[src/sawd_pkg.sv]
package sawd_pkg;

   // register offsets: printed offsets are not all multiples of four, so they are indices
   localparam logic [7:0] IDX_CONFIG   = 8'h00_bc;
   localparam logic [7:0] IDX_RES_LOW  = 8'h00_bd;
   localparam logic [7:0] IDX_CONTROL  = 8'h00_e8;
   // registers without a printed offset
   localparam logic [7:0] IDX_RES_HIGH = 8'h00_be;
   localparam logic [7:0] IDX_GT_LOW   = 8'h00_c3;
   localparam logic [7:0] IDX_GT_HIGH  = 8'h00_c4;
   localparam logic [7:0] IDX_LT_LOW   = 8'h00_c5;
   localparam logic [7:0] IDX_LT_HIGH  = 8'h00_c6;
   localparam logic [7:0] IDX_MODE     = 8'h00_ba;
   localparam logic [7:0] IDX_IRQ_STAT = 8'h00_c8;
   localparam logic [7:0] IDX_IRQ_MASK = 8'h00_c9;

   localparam logic [7:0] RST_CONFIG   = 8'h00_f8;
   localparam logic [7:0] RST_CONTROL  = 8'h00_00;
   localparam logic [7:0] RST_LIMIT    = 8'h00_00;
   localparam logic [7:0] RST_GT_HIGH  = 8'h00_ff;
   localparam logic [7:0] RST_GT_LOW   = 8'h00_ff;

   // control register bit positions
   localparam int BIT_ENABLE = 7;
   localparam int BIT_LPTRACK = 6;
   localparam int BIT_DONE = 5;
   localparam int BIT_BUSY = 4;
   localparam int BIT_WIN = 3;
   // config register: divider in bits 7..3, justify in bit 2
   localparam int BIT_DIV_LSB = 3;
   localparam int BIT_JUSTIFY = 2;
   // mode register bit 0: negative input is ground
   localparam int BIT_NEG_GND = 0;

   localparam int TRACK_SAR_CLOCKS = 3;
   localparam int CONV_SAR_CLOCKS  = 10;

   typedef enum logic [2:0]
   {
      SRC_SOFTWARE = 3'b000,
      SRC_TIMER0   = 3'b001,
      SRC_TIMER2   = 3'b010,
      SRC_TIMER1   = 3'b011,
      SRC_EXTERNAL = 3'b100,
      SRC_TIMER3   = 3'b101
   } sawd_source_t;

   typedef enum logic [1:0]
   {
      ST_IDLE    = 2'b00,
      ST_TRACK   = 2'b01,
      ST_CONVERT = 2'b10
   } sawd_state_t;

   typedef struct packed
   {
      logic timer0;
      logic timer1;
      logic timer2Low;
      logic timer2High;
      logic timer2Wide;
      logic timer3Low;
      logic timer3High;
      logic timer3Wide;
   } sawd_timers_t;

endpackage

[src/sawd_adc_control.sv]
`timescale 1ns/1ps
// Summary of operation
// - sar clock is system clock over divider+1; a divider of zero holds it high
// - every result compared, window flag set on a hit
// - limit ordering picks inside or outside
// - single-ended results and compare unsigned
// - lt above gt: strictly between sets flag
// - gt above lt: outside sets flag
// - right-justified differential results sign-extended two's complement
// - differential compare is signed
// - conversion lasts ten sar clocks
// - busy falls at end, sets done flag
// - timer 2/3 overflow byte follows width
// - external start: track low, convert rising
// - ground negative input means single-ended
module sawd_adc_control
#(
   parameter int DATA_BITS = 10
)
(
   input  wire logic                 clk_sys,
   input  wire logic                 resetn,
   input  wire logic                 psel,
   input  wire logic                 penable,
   input  wire logic                 pwrite,
   input  wire logic [11:0]          paddr,
   input  wire logic [31:0]          pwdata,
   output logic                      pready,
   output logic      [31:0]          prdata,
   output logic                      pslverr,
   input  wire sawd_pkg::sawd_timers_t timers,
   input  wire logic                 externalStartInput,
   input  wire logic [DATA_BITS-1:0] sarCode,
   output logic                      sarClock,
   output logic                      trackEnable,
   output logic                      convertActive,
   output logic                      irq
);

   ////////////////////////////////////////////////////////////////////////////
   logic rstMeta;
   logic rstSync;

   // reset released through two flops
   always_ff @(posedge clk_sys or negedge resetn)
   begin
      if (!resetn)
      begin
         rstMeta <= 1'b0;
         rstSync <= 1'b0;
      end
      else
      begin
         rstMeta <= 1'b1;
         rstSync <= rstMeta;
      end
   end

   ////////////////////////////////////////////////////////////////////////////
   logic [7:0]  config_r;
   logic [7:0]  control;
   logic [7:0]  modeReg;
   logic [7:0]  gtLow;
   logic [7:0]  gtHigh;
   logic [7:0]  ltLow;
   logic [7:0]  ltHigh;
   logic [15:0] result;
   logic [1:0]  irqStat;
   logic [1:0]  irqMask;
   logic [4:0]  divCount;
   logic        sarTick;
   logic [3:0]  phaseCount;
   logic        extPrev;
   sawd_pkg::sawd_state_t state;

   logic [7:0]  next_config;
   logic [7:0]  next_control;
   logic [7:0]  next_modeReg;
   logic [7:0]  next_gtLow;
   logic [7:0]  next_gtHigh;
   logic [7:0]  next_ltLow;
   logic [7:0]  next_ltHigh;
   logic [15:0] next_result;
   logic [1:0]  next_irqStat;
   logic [1:0]  next_irqMask;
   logic [4:0]  next_divCount;
   logic        next_sarTick;
   logic [3:0]  next_phaseCount;
   sawd_pkg::sawd_state_t next_state;
   logic        next_pready;
   logic [31:0] next_prdata;
   logic        next_pslverr;
   logic        next_irq;
   logic        next_sarClock;

   logic        setup;
   logic        addrOk;
   logic        wrEn;
   logic [7:0]  wIdx;
   logic [7:0]  wByte;
   logic        startEvent;
   logic        extRise;
   logic        singleEnded;
   logic        finish;
   logic [15:0] word;
   logic        winHit;

   // window compare on justified words; signed when differential
   function automatic logic greaterThan(input logic [15:0] a, input logic [15:0] b, input logic sgn);
      if (sgn)
         greaterThan = $signed(a) > $signed(b);
      else
         greaterThan = a > b;
   endfunction

   assign setup = psel && !penable;
   assign addrOk = paddr[1:0] == 2'b00 && paddr[11:10] == 2'b00;
   assign wrEn  = psel && penable && pwrite && pready && addrOk;
   assign wIdx  = paddr[9:2];
   assign wByte = pwdata[7:0];
   assign singleEnded = modeReg[sawd_pkg::BIT_NEG_GND];
   assign extRise = externalStartInput && !extPrev;

   // start source decode
   always_comb
   begin
      startEvent = 1'b0;
      case (control[2:0])
         sawd_pkg::SRC_SOFTWARE: startEvent = wrEn && wIdx == sawd_pkg::IDX_CONTROL && wByte[sawd_pkg::BIT_BUSY];
         sawd_pkg::SRC_TIMER0:   startEvent = timers.timer0;
         sawd_pkg::SRC_TIMER2:   startEvent = timers.timer2Wide ? timers.timer2High : timers.timer2Low;
         sawd_pkg::SRC_TIMER1:   startEvent = timers.timer1;
         sawd_pkg::SRC_EXTERNAL: startEvent = extRise;
         sawd_pkg::SRC_TIMER3:   startEvent = timers.timer3Wide ? timers.timer3High : timers.timer3Low;
         default:                startEvent = 1'b0;
      endcase
   end

   // result word
   always_comb
   begin
      if (config_r[sawd_pkg::BIT_JUSTIFY])
         word = {sarCode, 6'b00_0000};
      else if (singleEnded)
         word = {6'b00_0000, sarCode};
      else
         word = {{6{sarCode[DATA_BITS-1]}}, sarCode};
   end

   always_comb
   begin
      if (greaterThan({ltHigh, ltLow}, {gtHigh, gtLow}, !singleEnded))
         winHit = greaterThan(word, {gtHigh, gtLow}, !singleEnded) && greaterThan({ltHigh, ltLow}, word, !singleEnded);
      else
         winHit = greaterThan({ltHigh, ltLow}, word, !singleEnded) || greaterThan(word, {gtHigh, gtLow}, !singleEnded);
   end

   // sequencer and divider
   always_comb
   begin
      next_state      = state;
      next_phaseCount = phaseCount;
      next_divCount   = divCount;
      next_sarTick    = 1'b0;
      next_sarClock   = sarClock;
      finish          = 1'b0;
      if (divCount >= config_r[7:sawd_pkg::BIT_DIV_LSB])
      begin
         next_divCount = 5'd0;
         next_sarTick  = 1'b1;
      end
      else
         next_divCount = divCount + 5'd1;
      if (next_sarTick)
         next_sarClock = 1'b1;
      else if (divCount == {1'b0, config_r[7:4]})
         next_sarClock = 1'b0;
      case (state)
         sawd_pkg::ST_IDLE:
         begin
            if (control[sawd_pkg::BIT_ENABLE] && startEvent)
            begin
               next_phaseCount = 4'd0;
               // restart the divider so every phase spans whole sar periods
               next_divCount   = 5'd1;
               next_sarTick    = config_r[7:sawd_pkg::BIT_DIV_LSB] == 5'd0;
               next_sarClock   = next_sarTick;
               // external waits on rising edge already
               if (control[sawd_pkg::BIT_LPTRACK] && control[2:0] != sawd_pkg::SRC_EXTERNAL)
                  next_state = sawd_pkg::ST_TRACK;
               else
                  next_state = sawd_pkg::ST_CONVERT;
            end
         end
         sawd_pkg::ST_TRACK:
         begin
            if (sarTick)
            begin
               next_phaseCount = phaseCount + 4'd1;
               if (phaseCount == 4'(sawd_pkg::TRACK_SAR_CLOCKS - 1))
               begin
                  next_phaseCount = 4'd0;
                  next_state      = sawd_pkg::ST_CONVERT;
               end
            end
         end
         sawd_pkg::ST_CONVERT:
         begin
            if (sarTick)
            begin
               next_phaseCount = phaseCount + 4'd1;
               if (phaseCount == 4'(sawd_pkg::CONV_SAR_CLOCKS - 1))
               begin
                  finish     = 1'b1;
                  next_state = sawd_pkg::ST_IDLE;
               end
            end
         end
         default: next_state = sawd_pkg::ST_IDLE;
      endcase
      if (!control[sawd_pkg::BIT_ENABLE])
         next_state = sawd_pkg::ST_IDLE;
   end

   // registers, flags and bus
   always_comb
   begin
      next_config  = config_r;
      next_control = control;
      next_modeReg = modeReg;
      next_gtLow   = gtLow;
      next_gtHigh  = gtHigh;
      next_ltLow   = ltLow;
      next_ltHigh  = ltHigh;
      next_result  = result;
      next_irqStat = irqStat;
      next_irqMask = irqMask;
      next_pready  = setup;
      next_pslverr = 1'b0;
      next_prdata  = 32'h0000_0000;
      if (wrEn)
      begin
         case (wIdx)
            sawd_pkg::IDX_CONFIG:   next_config  = {wByte[7:2], 2'b00};
            sawd_pkg::IDX_RES_LOW:  next_result[7:0] = wByte;
            sawd_pkg::IDX_RES_HIGH: next_result[15:8] = wByte;
            // flags clear on zero write only
            sawd_pkg::IDX_CONTROL:
               next_control = {wByte[7:6], control[5] & wByte[5], 1'b0, control[3] & wByte[3], wByte[2:0]};
            sawd_pkg::IDX_MODE:     next_modeReg = {7'd0, wByte[0]};
            sawd_pkg::IDX_GT_LOW:   next_gtLow  = wByte;
            sawd_pkg::IDX_GT_HIGH:  next_gtHigh = wByte;
            sawd_pkg::IDX_LT_LOW:   next_ltLow  = wByte;
            sawd_pkg::IDX_LT_HIGH:  next_ltHigh = wByte;
            sawd_pkg::IDX_IRQ_STAT: next_irqStat = irqStat & ~wByte[1:0];
            sawd_pkg::IDX_IRQ_MASK: next_irqMask = wByte[1:0];
            default:                next_pslverr = 1'b0;
         endcase
      end
      next_control[sawd_pkg::BIT_BUSY] = next_state != sawd_pkg::ST_IDLE;
      if (finish)
      begin
         next_result = word;
         next_control[sawd_pkg::BIT_DONE] = 1'b1;
         next_irqStat[0] = 1'b1;
         if (winHit)
         begin
            next_control[sawd_pkg::BIT_WIN] = 1'b1;
            next_irqStat[1] = 1'b1;
         end
      end
      if (setup && !addrOk)
         next_pslverr = 1'b1;
      else if (setup)
      begin
         case (paddr[9:2])
            sawd_pkg::IDX_CONFIG:   next_prdata[7:0] = config_r;
            sawd_pkg::IDX_RES_LOW:  next_prdata[7:0] = result[7:0];
            sawd_pkg::IDX_RES_HIGH: next_prdata[7:0] = result[15:8];
            sawd_pkg::IDX_CONTROL:  next_prdata[7:0] = control;
            sawd_pkg::IDX_MODE:     next_prdata[7:0] = modeReg;
            sawd_pkg::IDX_GT_LOW:   next_prdata[7:0] = gtLow;
            sawd_pkg::IDX_GT_HIGH:  next_prdata[7:0] = gtHigh;
            sawd_pkg::IDX_LT_LOW:   next_prdata[7:0] = ltLow;
            sawd_pkg::IDX_LT_HIGH:  next_prdata[7:0] = ltHigh;
            sawd_pkg::IDX_IRQ_STAT: next_prdata[1:0] = irqStat;
            sawd_pkg::IDX_IRQ_MASK: next_prdata[1:0] = irqMask;
            default:                next_pslverr = 1'b1;
         endcase
         // a write answers with an empty data word
         if (pwrite)
            next_prdata = 32'h0000_0000;
      end
      next_irq = |(next_irqStat & next_irqMask);
   end

   ////////////////////////////////////////////////////////////////////////////
   always_ff @(posedge clk_sys or negedge rstSync)
   begin
      if (!rstSync)
      begin
         config_r      <= sawd_pkg::RST_CONFIG;
         control       <= sawd_pkg::RST_CONTROL;
         modeReg       <= 8'h00_01;
         gtLow         <= sawd_pkg::RST_GT_LOW;
         gtHigh        <= sawd_pkg::RST_GT_HIGH;
         ltLow         <= sawd_pkg::RST_LIMIT;
         ltHigh        <= sawd_pkg::RST_LIMIT;
         result        <= 16'h0000;
         irqStat       <= 2'b00;
         irqMask       <= 2'b00;
         divCount      <= 5'd0;
         sarTick       <= 1'b0;
         phaseCount    <= 4'd0;
         // idle level is high: no false start edge after reset
         extPrev       <= 1'b1;
         state         <= sawd_pkg::ST_IDLE;
         pready        <= 1'b0;
         prdata        <= 32'h0000_0000;
         pslverr       <= 1'b0;
         irq           <= 1'b0;
         sarClock      <= 1'b0;
         trackEnable   <= 1'b0;
         convertActive <= 1'b0;
      end
      else
      begin
         config_r      <= next_config;
         control       <= next_control;
         modeReg       <= next_modeReg;
         gtLow         <= next_gtLow;
         gtHigh        <= next_gtHigh;
         ltLow         <= next_ltLow;
         ltHigh        <= next_ltHigh;
         result        <= next_result;
         irqStat       <= next_irqStat;
         irqMask       <= next_irqMask;
         divCount      <= next_divCount;
         sarTick       <= next_sarTick;
         phaseCount    <= next_phaseCount;
         extPrev       <= externalStartInput;
         state         <= next_state;
         pready        <= next_pready;
         prdata        <= next_prdata;
         pslverr       <= next_pslverr;
         irq           <= next_irq;
         sarClock      <= next_sarClock;
         if (next_control[sawd_pkg::BIT_LPTRACK] && next_control[2:0] == sawd_pkg::SRC_EXTERNAL)
            trackEnable <= next_control[sawd_pkg::BIT_ENABLE] && !externalStartInput
                           && next_state == sawd_pkg::ST_IDLE;
         else if (next_control[sawd_pkg::BIT_LPTRACK])
            trackEnable <= next_state == sawd_pkg::ST_TRACK;
         else
            trackEnable <= next_control[sawd_pkg::BIT_ENABLE] && next_state == sawd_pkg::ST_IDLE;
         convertActive <= next_state == sawd_pkg::ST_CONVERT;
      end
   end

endmodule

[config.mk]
export PLATFORM = sky130hd
export DESIGN_NAME = sawd_adc_control
export DESIGN_NICKNAME = d
export VERILOG_FILES = /design/src/sawd_pkg.sv /design/src/sawd_adc_control.sv
export SDC_FILE = /design/constraint.sdc
export NUM_CORES = 1
export LEC_CHECK = 0
export ABC_AREA = 0
export BUFFER_PORTS_ARGS = -buffer_cell sky130_fd_sc_hd__buf_4
export CELL_PAD_IN_SITES_DETAIL_PLACEMENT = 0
export CELL_PAD_IN_SITES_GLOBAL_PLACEMENT = 1
export CORE_MARGIN = 2
export CORE_UTILIZATION = 25
export DETAILED_ROUTE_END_ITERATION = 12
export HOLD_SLACK_MARGIN = 0.03
export PLACE_DENSITY = 0.51
export SYNTH_ARGS = -nofsm -noshare
export SYNTH_HDL_FRONTEND = slang
export SYNTH_SLANG_ARGS = --single-unit
export TNS_END_PERCENT = 10
[constraint.sdc]
create_clock -name clk_sys -period 5.4 [get_ports clk_sys]
set_input_delay 1.62 -clock clk_sys [delete_from_list [all_inputs] [get_ports clk_sys]]
set_output_delay 1.62 -clock clk_sys [all_outputs]
set_load 0.02 [all_outputs]
==> impl_metrics.json, run 1 <==
{
  "outcome": "finished, final reports clean",
  "cp.arrival_ns": 4.54,
  "clk-insertion-delay-late_ns": 0.36,
  "synthTopCellsByArea": "dfrtp_1 (28%), ha_1 (12%), dfstp_2 (9.2%)",
  "final_cells": 1065,
  "synthFlopType": "dfrtp_1",
  "nNetsFinal": 854,
  "total_power_uw": 1540,
  "drtAntennaViolNets": 0,
  "p_clk_share_pct": 43.2,
  "tritoncts": "done",
  "syn_area_mm2": 0.00655,
  "cts_hold_buf": 0,
  "power.internal_uw": 1150,
  "drtPass1Iterations": 4,
  "post-route-drc-count": 0,
  "report.final.setup_viol": 0,
  "seqCellArea_mm2": 0.00243,
  "synth_cells": 675,
  "hold-worst-slack_ns": 0.284,
  "grt_setup_unrepaired": "no",
  "met3_usage_pct": 1.72,
  "slew_headroom_pct": 39.2,
  "grt_use_total_pct": 14.7,
  "path_class": "in -> reg",
  "finalHoldViolCount": 0,
  "required_ns": 5.69,
  "synth_top_cell_area_share_pct": 27.9,
  "grt-busiest-layer": "met2",
  "drt-total-wl_um": 20200,
  "min_path_type": "reg -> async",
  "p_sw_share_pct": 25.4,
  "multiInputGateArea_mm2": 0.00373,
  "drt_iter0_drc": 418,
  "start_util_pct": 25.3,
  "die_h_um": 166,
  "clock-root-buffer": "clkbuf_16",
  "clock_sinks": 96,
  "final.period_utilization_pct": 78.6,
  "r2r_setup_slack_ns": 1.79,
  "r2r_end": "control[3]",
  "r2r_start": "config_r[2]",
  "switchingPower_uw": 390,
  "final_common_cell": "dfrtp_1",
  "sequentialPowerShare_pct": 47.8,
  "p_comb_share_pct": 9.0,
  "p_per_area_mw_per_mm2": 204,
  "htreeDepth": 3,
  "reg2reg_depth": 9,
  "detail_route.wl_per_cell_um": 18.9,
  "period_needed_ns": 4.24,
  "synth-seq-cells": 96,
  "seq_area_frac_synth_pct": 37.1,
  "grt_pass1_vias": 5330,
  "numPortBuffers": 57,
  "post_cts_resize_count": 0,
  "rows": 59,
  "place_congestion": 0.859,
  "yosys_warnings": 0,
  "viasPerCell": 4.91,
  "ys_types": 69,
  "max_freq_mhz": 236,
  "cts_buffers": 9,
  "fill_cells": 2743,
  "antenna_found_initial": 0,
  "fin_ws_ns": 1.16,
  "post_cts_buffers": 0,
  "synth-edff-count": 0,
  "finalMaxSlewViolations": 0,
  "grt_pass1_wl_um": 31100,
  "dieArea_mm2": 0.0275,
  "final_cell_mix": "dfrtp_1 (72), a21oi_1 (63), buf_4 (62)",
  "drv_cap": 0,
  "grt_util_met2_pct": 24.7,
  "async_flop_share_pct": 100,
  "syn2layout_area_growth_pct": 15.2,
  "end_kind": "flip-flop",
  "grt_start_max_net_pins": 60,
  "worst_slew_pin_slew_ns": 0.910,
  "vias": 5226,
  "clockBufferDepth": 2,
  "yosys.area.top_type": "dfrtp_1",
  "grt_util_met1_pct": 19.7,
  "core_area_mm2": 0.0259,
  "tns_ns": 0,
  "dp_cells": 1049,
  "vdd_ir_drop_max_mv": 0.0897,
  "gr-total-overflow": 0,
  "avgSynthCellArea_um2": 9.70,
  "dieWidth_um": 166,
  "crit_fanout": 5,
  "skew_ns": 0.0110,
  "critPathLaunchType": "input pin",
  "ios": 106,
  "clk_pin_slew_ns": 0.07,
  "place_ws_ns": 0.827,
  "diodes": 0,
  "leakagePower_uw": 0.00351,
  "drive_above_1_share_pct": 21.8,
  "hpwl_um": 15500
}
[power groups by stage]
stage	Sequential, uW	Clock, uW	Combinational, uW
after floorplan	752	0	81.0
after global routing	735	718	152
after CTS	734	689	140
final	734	664	138
after global placement	747	0	138
after detailed placement	748	0	140
[per-stage QoR]
step / util (%) / instance area, um2
3_3_place_gp: 28.0 / 7240
4_1_cts: 29.1 / 7540
3_5_place_dp: 28.0 / 7240
5_1_grt: 29.1 / 7540
2_1_floorplan: - / 6630
6_report: 29.1 / 7540
[critical path, stage by stage]
cell	delay, ns
buf_4	0.09
nor3b_1	0.46
a21oi_1	0.26
ha_1	0.39
and4_1	0.22
a221o_1	0.31
a211oi_1	0.35
mux2i_1	0.47
o2111ai_1	0.22
nand3_1	0.15
[synthesized netlist by cell type (13+ instances only)]
| library cell | number |
|---|---|
| a21o_1 | 14 |
| a21oi_1 | 63 |
| buf_4 | 24 |
| clkbuf_1 | 13 |
| dfrtp_1 | 73 |
| dfstp_2 | 23 |
| ha_1 | 61 |
| inv_1 | 52 |
| mux2_2 | 47 |
| mux2i_1 | 28 |
| nand2_1 | 40 |
| nand2b_1 | 13 |
| nand3_1 | 18 |
| nor2_1 | 40 |
| o21ai_0 | 21 |
[cell families (layout without fill, tap and decap cells)]
| logic type | Yosys count | after routing | synth area share [%] |
|---|---|---|---|
| fa+ha+maj | 61 | 61 | 11.7 |
| other cells | 2 | 25 | 0.115 |
| flops | 96 | 96 | 37.1 |
| mux | 77 | 77 | 12.8 |
| compound gates | 154 | 154 | 15.2 |
| xor+xnor | 7 | 7 | 0.936 |
| simple gates | 180 | 180 | 15.0 |
| buf+inv | 98 | 130 | 7.22 |
[registers in the layout, summed over array words and instances (netlist names), 2 cells and up]
register,count
gtHigh,8
config_r,6
prdata,8
gtLow,8
ltLow,8
state,2
ltHigh,8
divCount,5
control,8
irqMask,2
result,16
phaseCount,4
irqStat,2
[per-layer routing]
metal,share of wire [%],vias up
li1,-,2491
met1,47,2600
met2,48,119
met3,3.5,16
met4,1.7,0
met5,0,-
[final cells by class]
class | count | area share (%)
inverter | 52 | 2.59
clock inverter | 5 | 0.746
sequential | 96 | 32.3
tap | 335 | 5.56
timing repair buffer | 62 | 6.17
multi-input combinational | 504 | 49.4
clock buffer | 11 | 3.22
[worst max path at each step]
| stage | from | end | slack, ns |
|---|---|---|---|
| detailed placement | sarCode[9] | control[3] | 0.83 |
| finish | sarCode[9] | control[3] | 1.16 |
| global route | sarCode[9] | irqStat[1] | 1.03 |
| CTS | sarCode[9] | control[3] | 1.18 |
| floorplan | sarCode[9] | control[3] | 1.62 |
| global placement | sarCode[9] | control[3] | 0.84 |
No activity file was read; power rests on OpenSTA's default activity.
==> inputs of run 2 (changes only) <==
--- a/config.mk
+++ b/config.mk
@@ -13,7 +13,7 @@
 export CORE_UTILIZATION = 25
 export DETAILED_ROUTE_END_ITERATION = 12
 export HOLD_SLACK_MARGIN = 0.03
-export PLACE_DENSITY = 0.51
+export PLACE_DENSITY = 0.53
 export SYNTH_ARGS = -nofsm -noshare
 export SYNTH_HDL_FRONTEND = slang
 export SYNTH_SLANG_ARGS = --single-unit
==> constraint.sdc (replaced) <==
create_clock -name clk_sys -period 3.8 [get_ports clk_sys]
set_input_delay 1.14 -clock clk_sys [delete_from_list [all_inputs] [get_ports clk_sys]]
set_output_delay 1.14 -clock clk_sys [all_outputs]
set_load 0.02 [all_outputs]
==> run 2 against run 1 <==
  * Hold slack better by 0.073 ns
  * Global-route usage shrank 0.23 points
  * Clock skew decreased by 0.0014 ns
  * Sequential cell count unchanged
  * Cell count increased by 1.8%
  * Sequential share of layout area decreased by 0.65 points
  * First-iteration DRC count decreased by 39%
  * Largest cell class unchanged
  * Highest routed layer unchanged
==> impl_metrics.json, run 2 (same netlist as run 1, synthesis figures left out) <==
{
  "required_ns": 4.05,
  "min_to": "rstSync",
  "final_cells": 1084,
  "ios": 106,
  "dp_cells": 1068,
  "drt-total-wl_um": 19700,
  "vias": 5113,
  "path_class": "in -> reg",
  "place_congestion": 0.795,
  "holdPathStages": 0,
  "drt_iter0_drc": 255,
  "core_area_mm2": 0.0259,
  "detail_route.wl_per_cell_um": 18.2,
  "clock_sinks": 96,
  "antenna_found_initial": 0,
  "post_cts_buffers": 0,
  "utilization_pct": 29.7,
  "critPathLaunchType": "input pin",
  "diodes": 0,
  "grt_start_max_net_pins": 75,
  "min_path_type": "reg -> reg",
  "hold-worst-slack_ns": 0.357,
  "largest_reg_flops": 16,
  "r2r_end": "irq",
  "drive_above_1_share_pct": 23.8,
  "drtPass1Iterations": 4,
  "cp_slowest_cell": "nor3b_1",
  "grt_pass1_vias": 5341,
  "cts_buffers": 9,
  "dieArea_mm2": 0.0275,
  "cp.arrival_ns": 3.76,
  "skew_ns": 0.00960,
  "finalMaxSlewViolations": 0,
  "worst_path_dominant_cell_family": "compound AO/OA/AOI/OAI gates",
  "clk_pin_slew_ns": 0.07,
  "p_per_area_mw_per_mm2": 286,
  "slew_headroom_pct": 31.1,
  "rows": 59,
  "gr-total-overflow": 0,
  "reg2reg_depth": 10,
  "min_from": "rstMeta",
  "grt_pass1_wl_um": 31100,
  "slowest_delay_ns": 0.45,
  "r2r_setup_slack_ns": 0.46,
  "finalHoldViolCount": 0,
  "hpwl_um": 15300,
  "nNetsFinal": 873,
  "cts_hold_buf": 0,
  "cp_num_buf_inv": 2,
  "post-route-drc-count": 0,
  "start_util_pct": 25.3,
  "die_h_um": 166,
  "end_kind": "flip-flop",
  "tritoncts": "done",
  "final_cell_mix": "buf_4 (81), dfrtp_1 (72), a21oi_1 (63)",
  "regMostFlops": "result",
  "r2r_start": "config_r[2]",
  "report.final.setup_viol": 0,
  "total_power_uw": 2200,
  "outcome": "finished, final reports clean",
  "worst_slew_pin_slew_ns": 1.03,
  "crit_fanout": 5,
  "clock-root-buffer": "clkbuf_16",
  "vdd_ir_drop_max_mv": 0.176,
  "grt_setup_unrepaired": "no",
  "final_common_cell": "buf_4",
  "drtAntennaViolNets": 0,
  "clockBufferDepth": 2,
  "drv_cap": 0,
  "clk-insertion-delay-late_ns": 0.35,
  "dieWidth_um": 166,
  "max_freq_mhz": 285,
  "syn2layout_area_growth_pct": 17.6,
  "htreeDepth": 3,
  "cp_cell_sequence": "buf_4, nor3b_1, a21oi_1, ha_1, and4_1, a221o_1, a211oi_1, mux2i_1, buf_4, o211ai_1, a21oi_1",
  "period_needed_ns": 3.51,
  "grt_use_total_pct": 14.5,
  "numPortBuffers": 57,
  "post_cts_resize_count": 0,
  "final.period_utilization_pct": 92.3,
  "leakagePower_uw": 0.00360,
  "viasPerCell": 4.72
}
==> run 2: cell count changes in the layout (fill, tap and decap cells not counted), sizes merged <==
cell,change
buf,+19
clkbuf,+1
clkinv,-2
clkinvlp,+1
==> run 2: worst max-delay path by stage <==
stage	end	start	depth (start not counted)
CTS	irq	sarCode[9]	11
detailed placement	irq	sarCode[9]	11
global route	irq	sarCode[9]	14
finish	irq	sarCode[9]	11
floorplan	control[3]	sarCode[9]	9
global placement	irq	sarCode[9]	11
==> run 2: area by class of cell <==
class	count	area, um2
Timing Repair Buffer	81	608
Inverter	52	195
Clock inverter	4	53.8
Fill cell	2785	18200
Tap cell	335	419
Multi-Input combinational cell	504	3730
Clock buffer	12	256
Sequential cell	96	2430
==> run 2: stage by stage <==
step	area, um2	setup WS (ns)	setup TNS (ns)
2_1_floorplan	6630	0.500	0
3_3_place_gp	7390	-0.0471	-0.0471
3_5_place_dp	7390	-0.0560	-0.0560
4_1_cts	7700	0.303	0
5_1_grt	7700	0.0512	0
6_report	7700	0.291	0
==> run 2: layer usage <==
layer / vias to the layer above / part of all wire, % / track usage [%]
li1: 2538 / - / -
met1: 2482 / 47 / 18.8
met2: 79 / 50 / 25.1
met3: 14 / 2.4 / 2.62
met4: 0 / 1.4 / 3.25
met5: - / 0 / 0
==> run 2: where the power goes <==
part           leakage, uW  internal (uW)  switching [uW]
Clock             0.000145            548             409
Sequential         0.00118           1030            20.3
Combinational      0.00227           74.0             116
Total              0.00360           1650             545
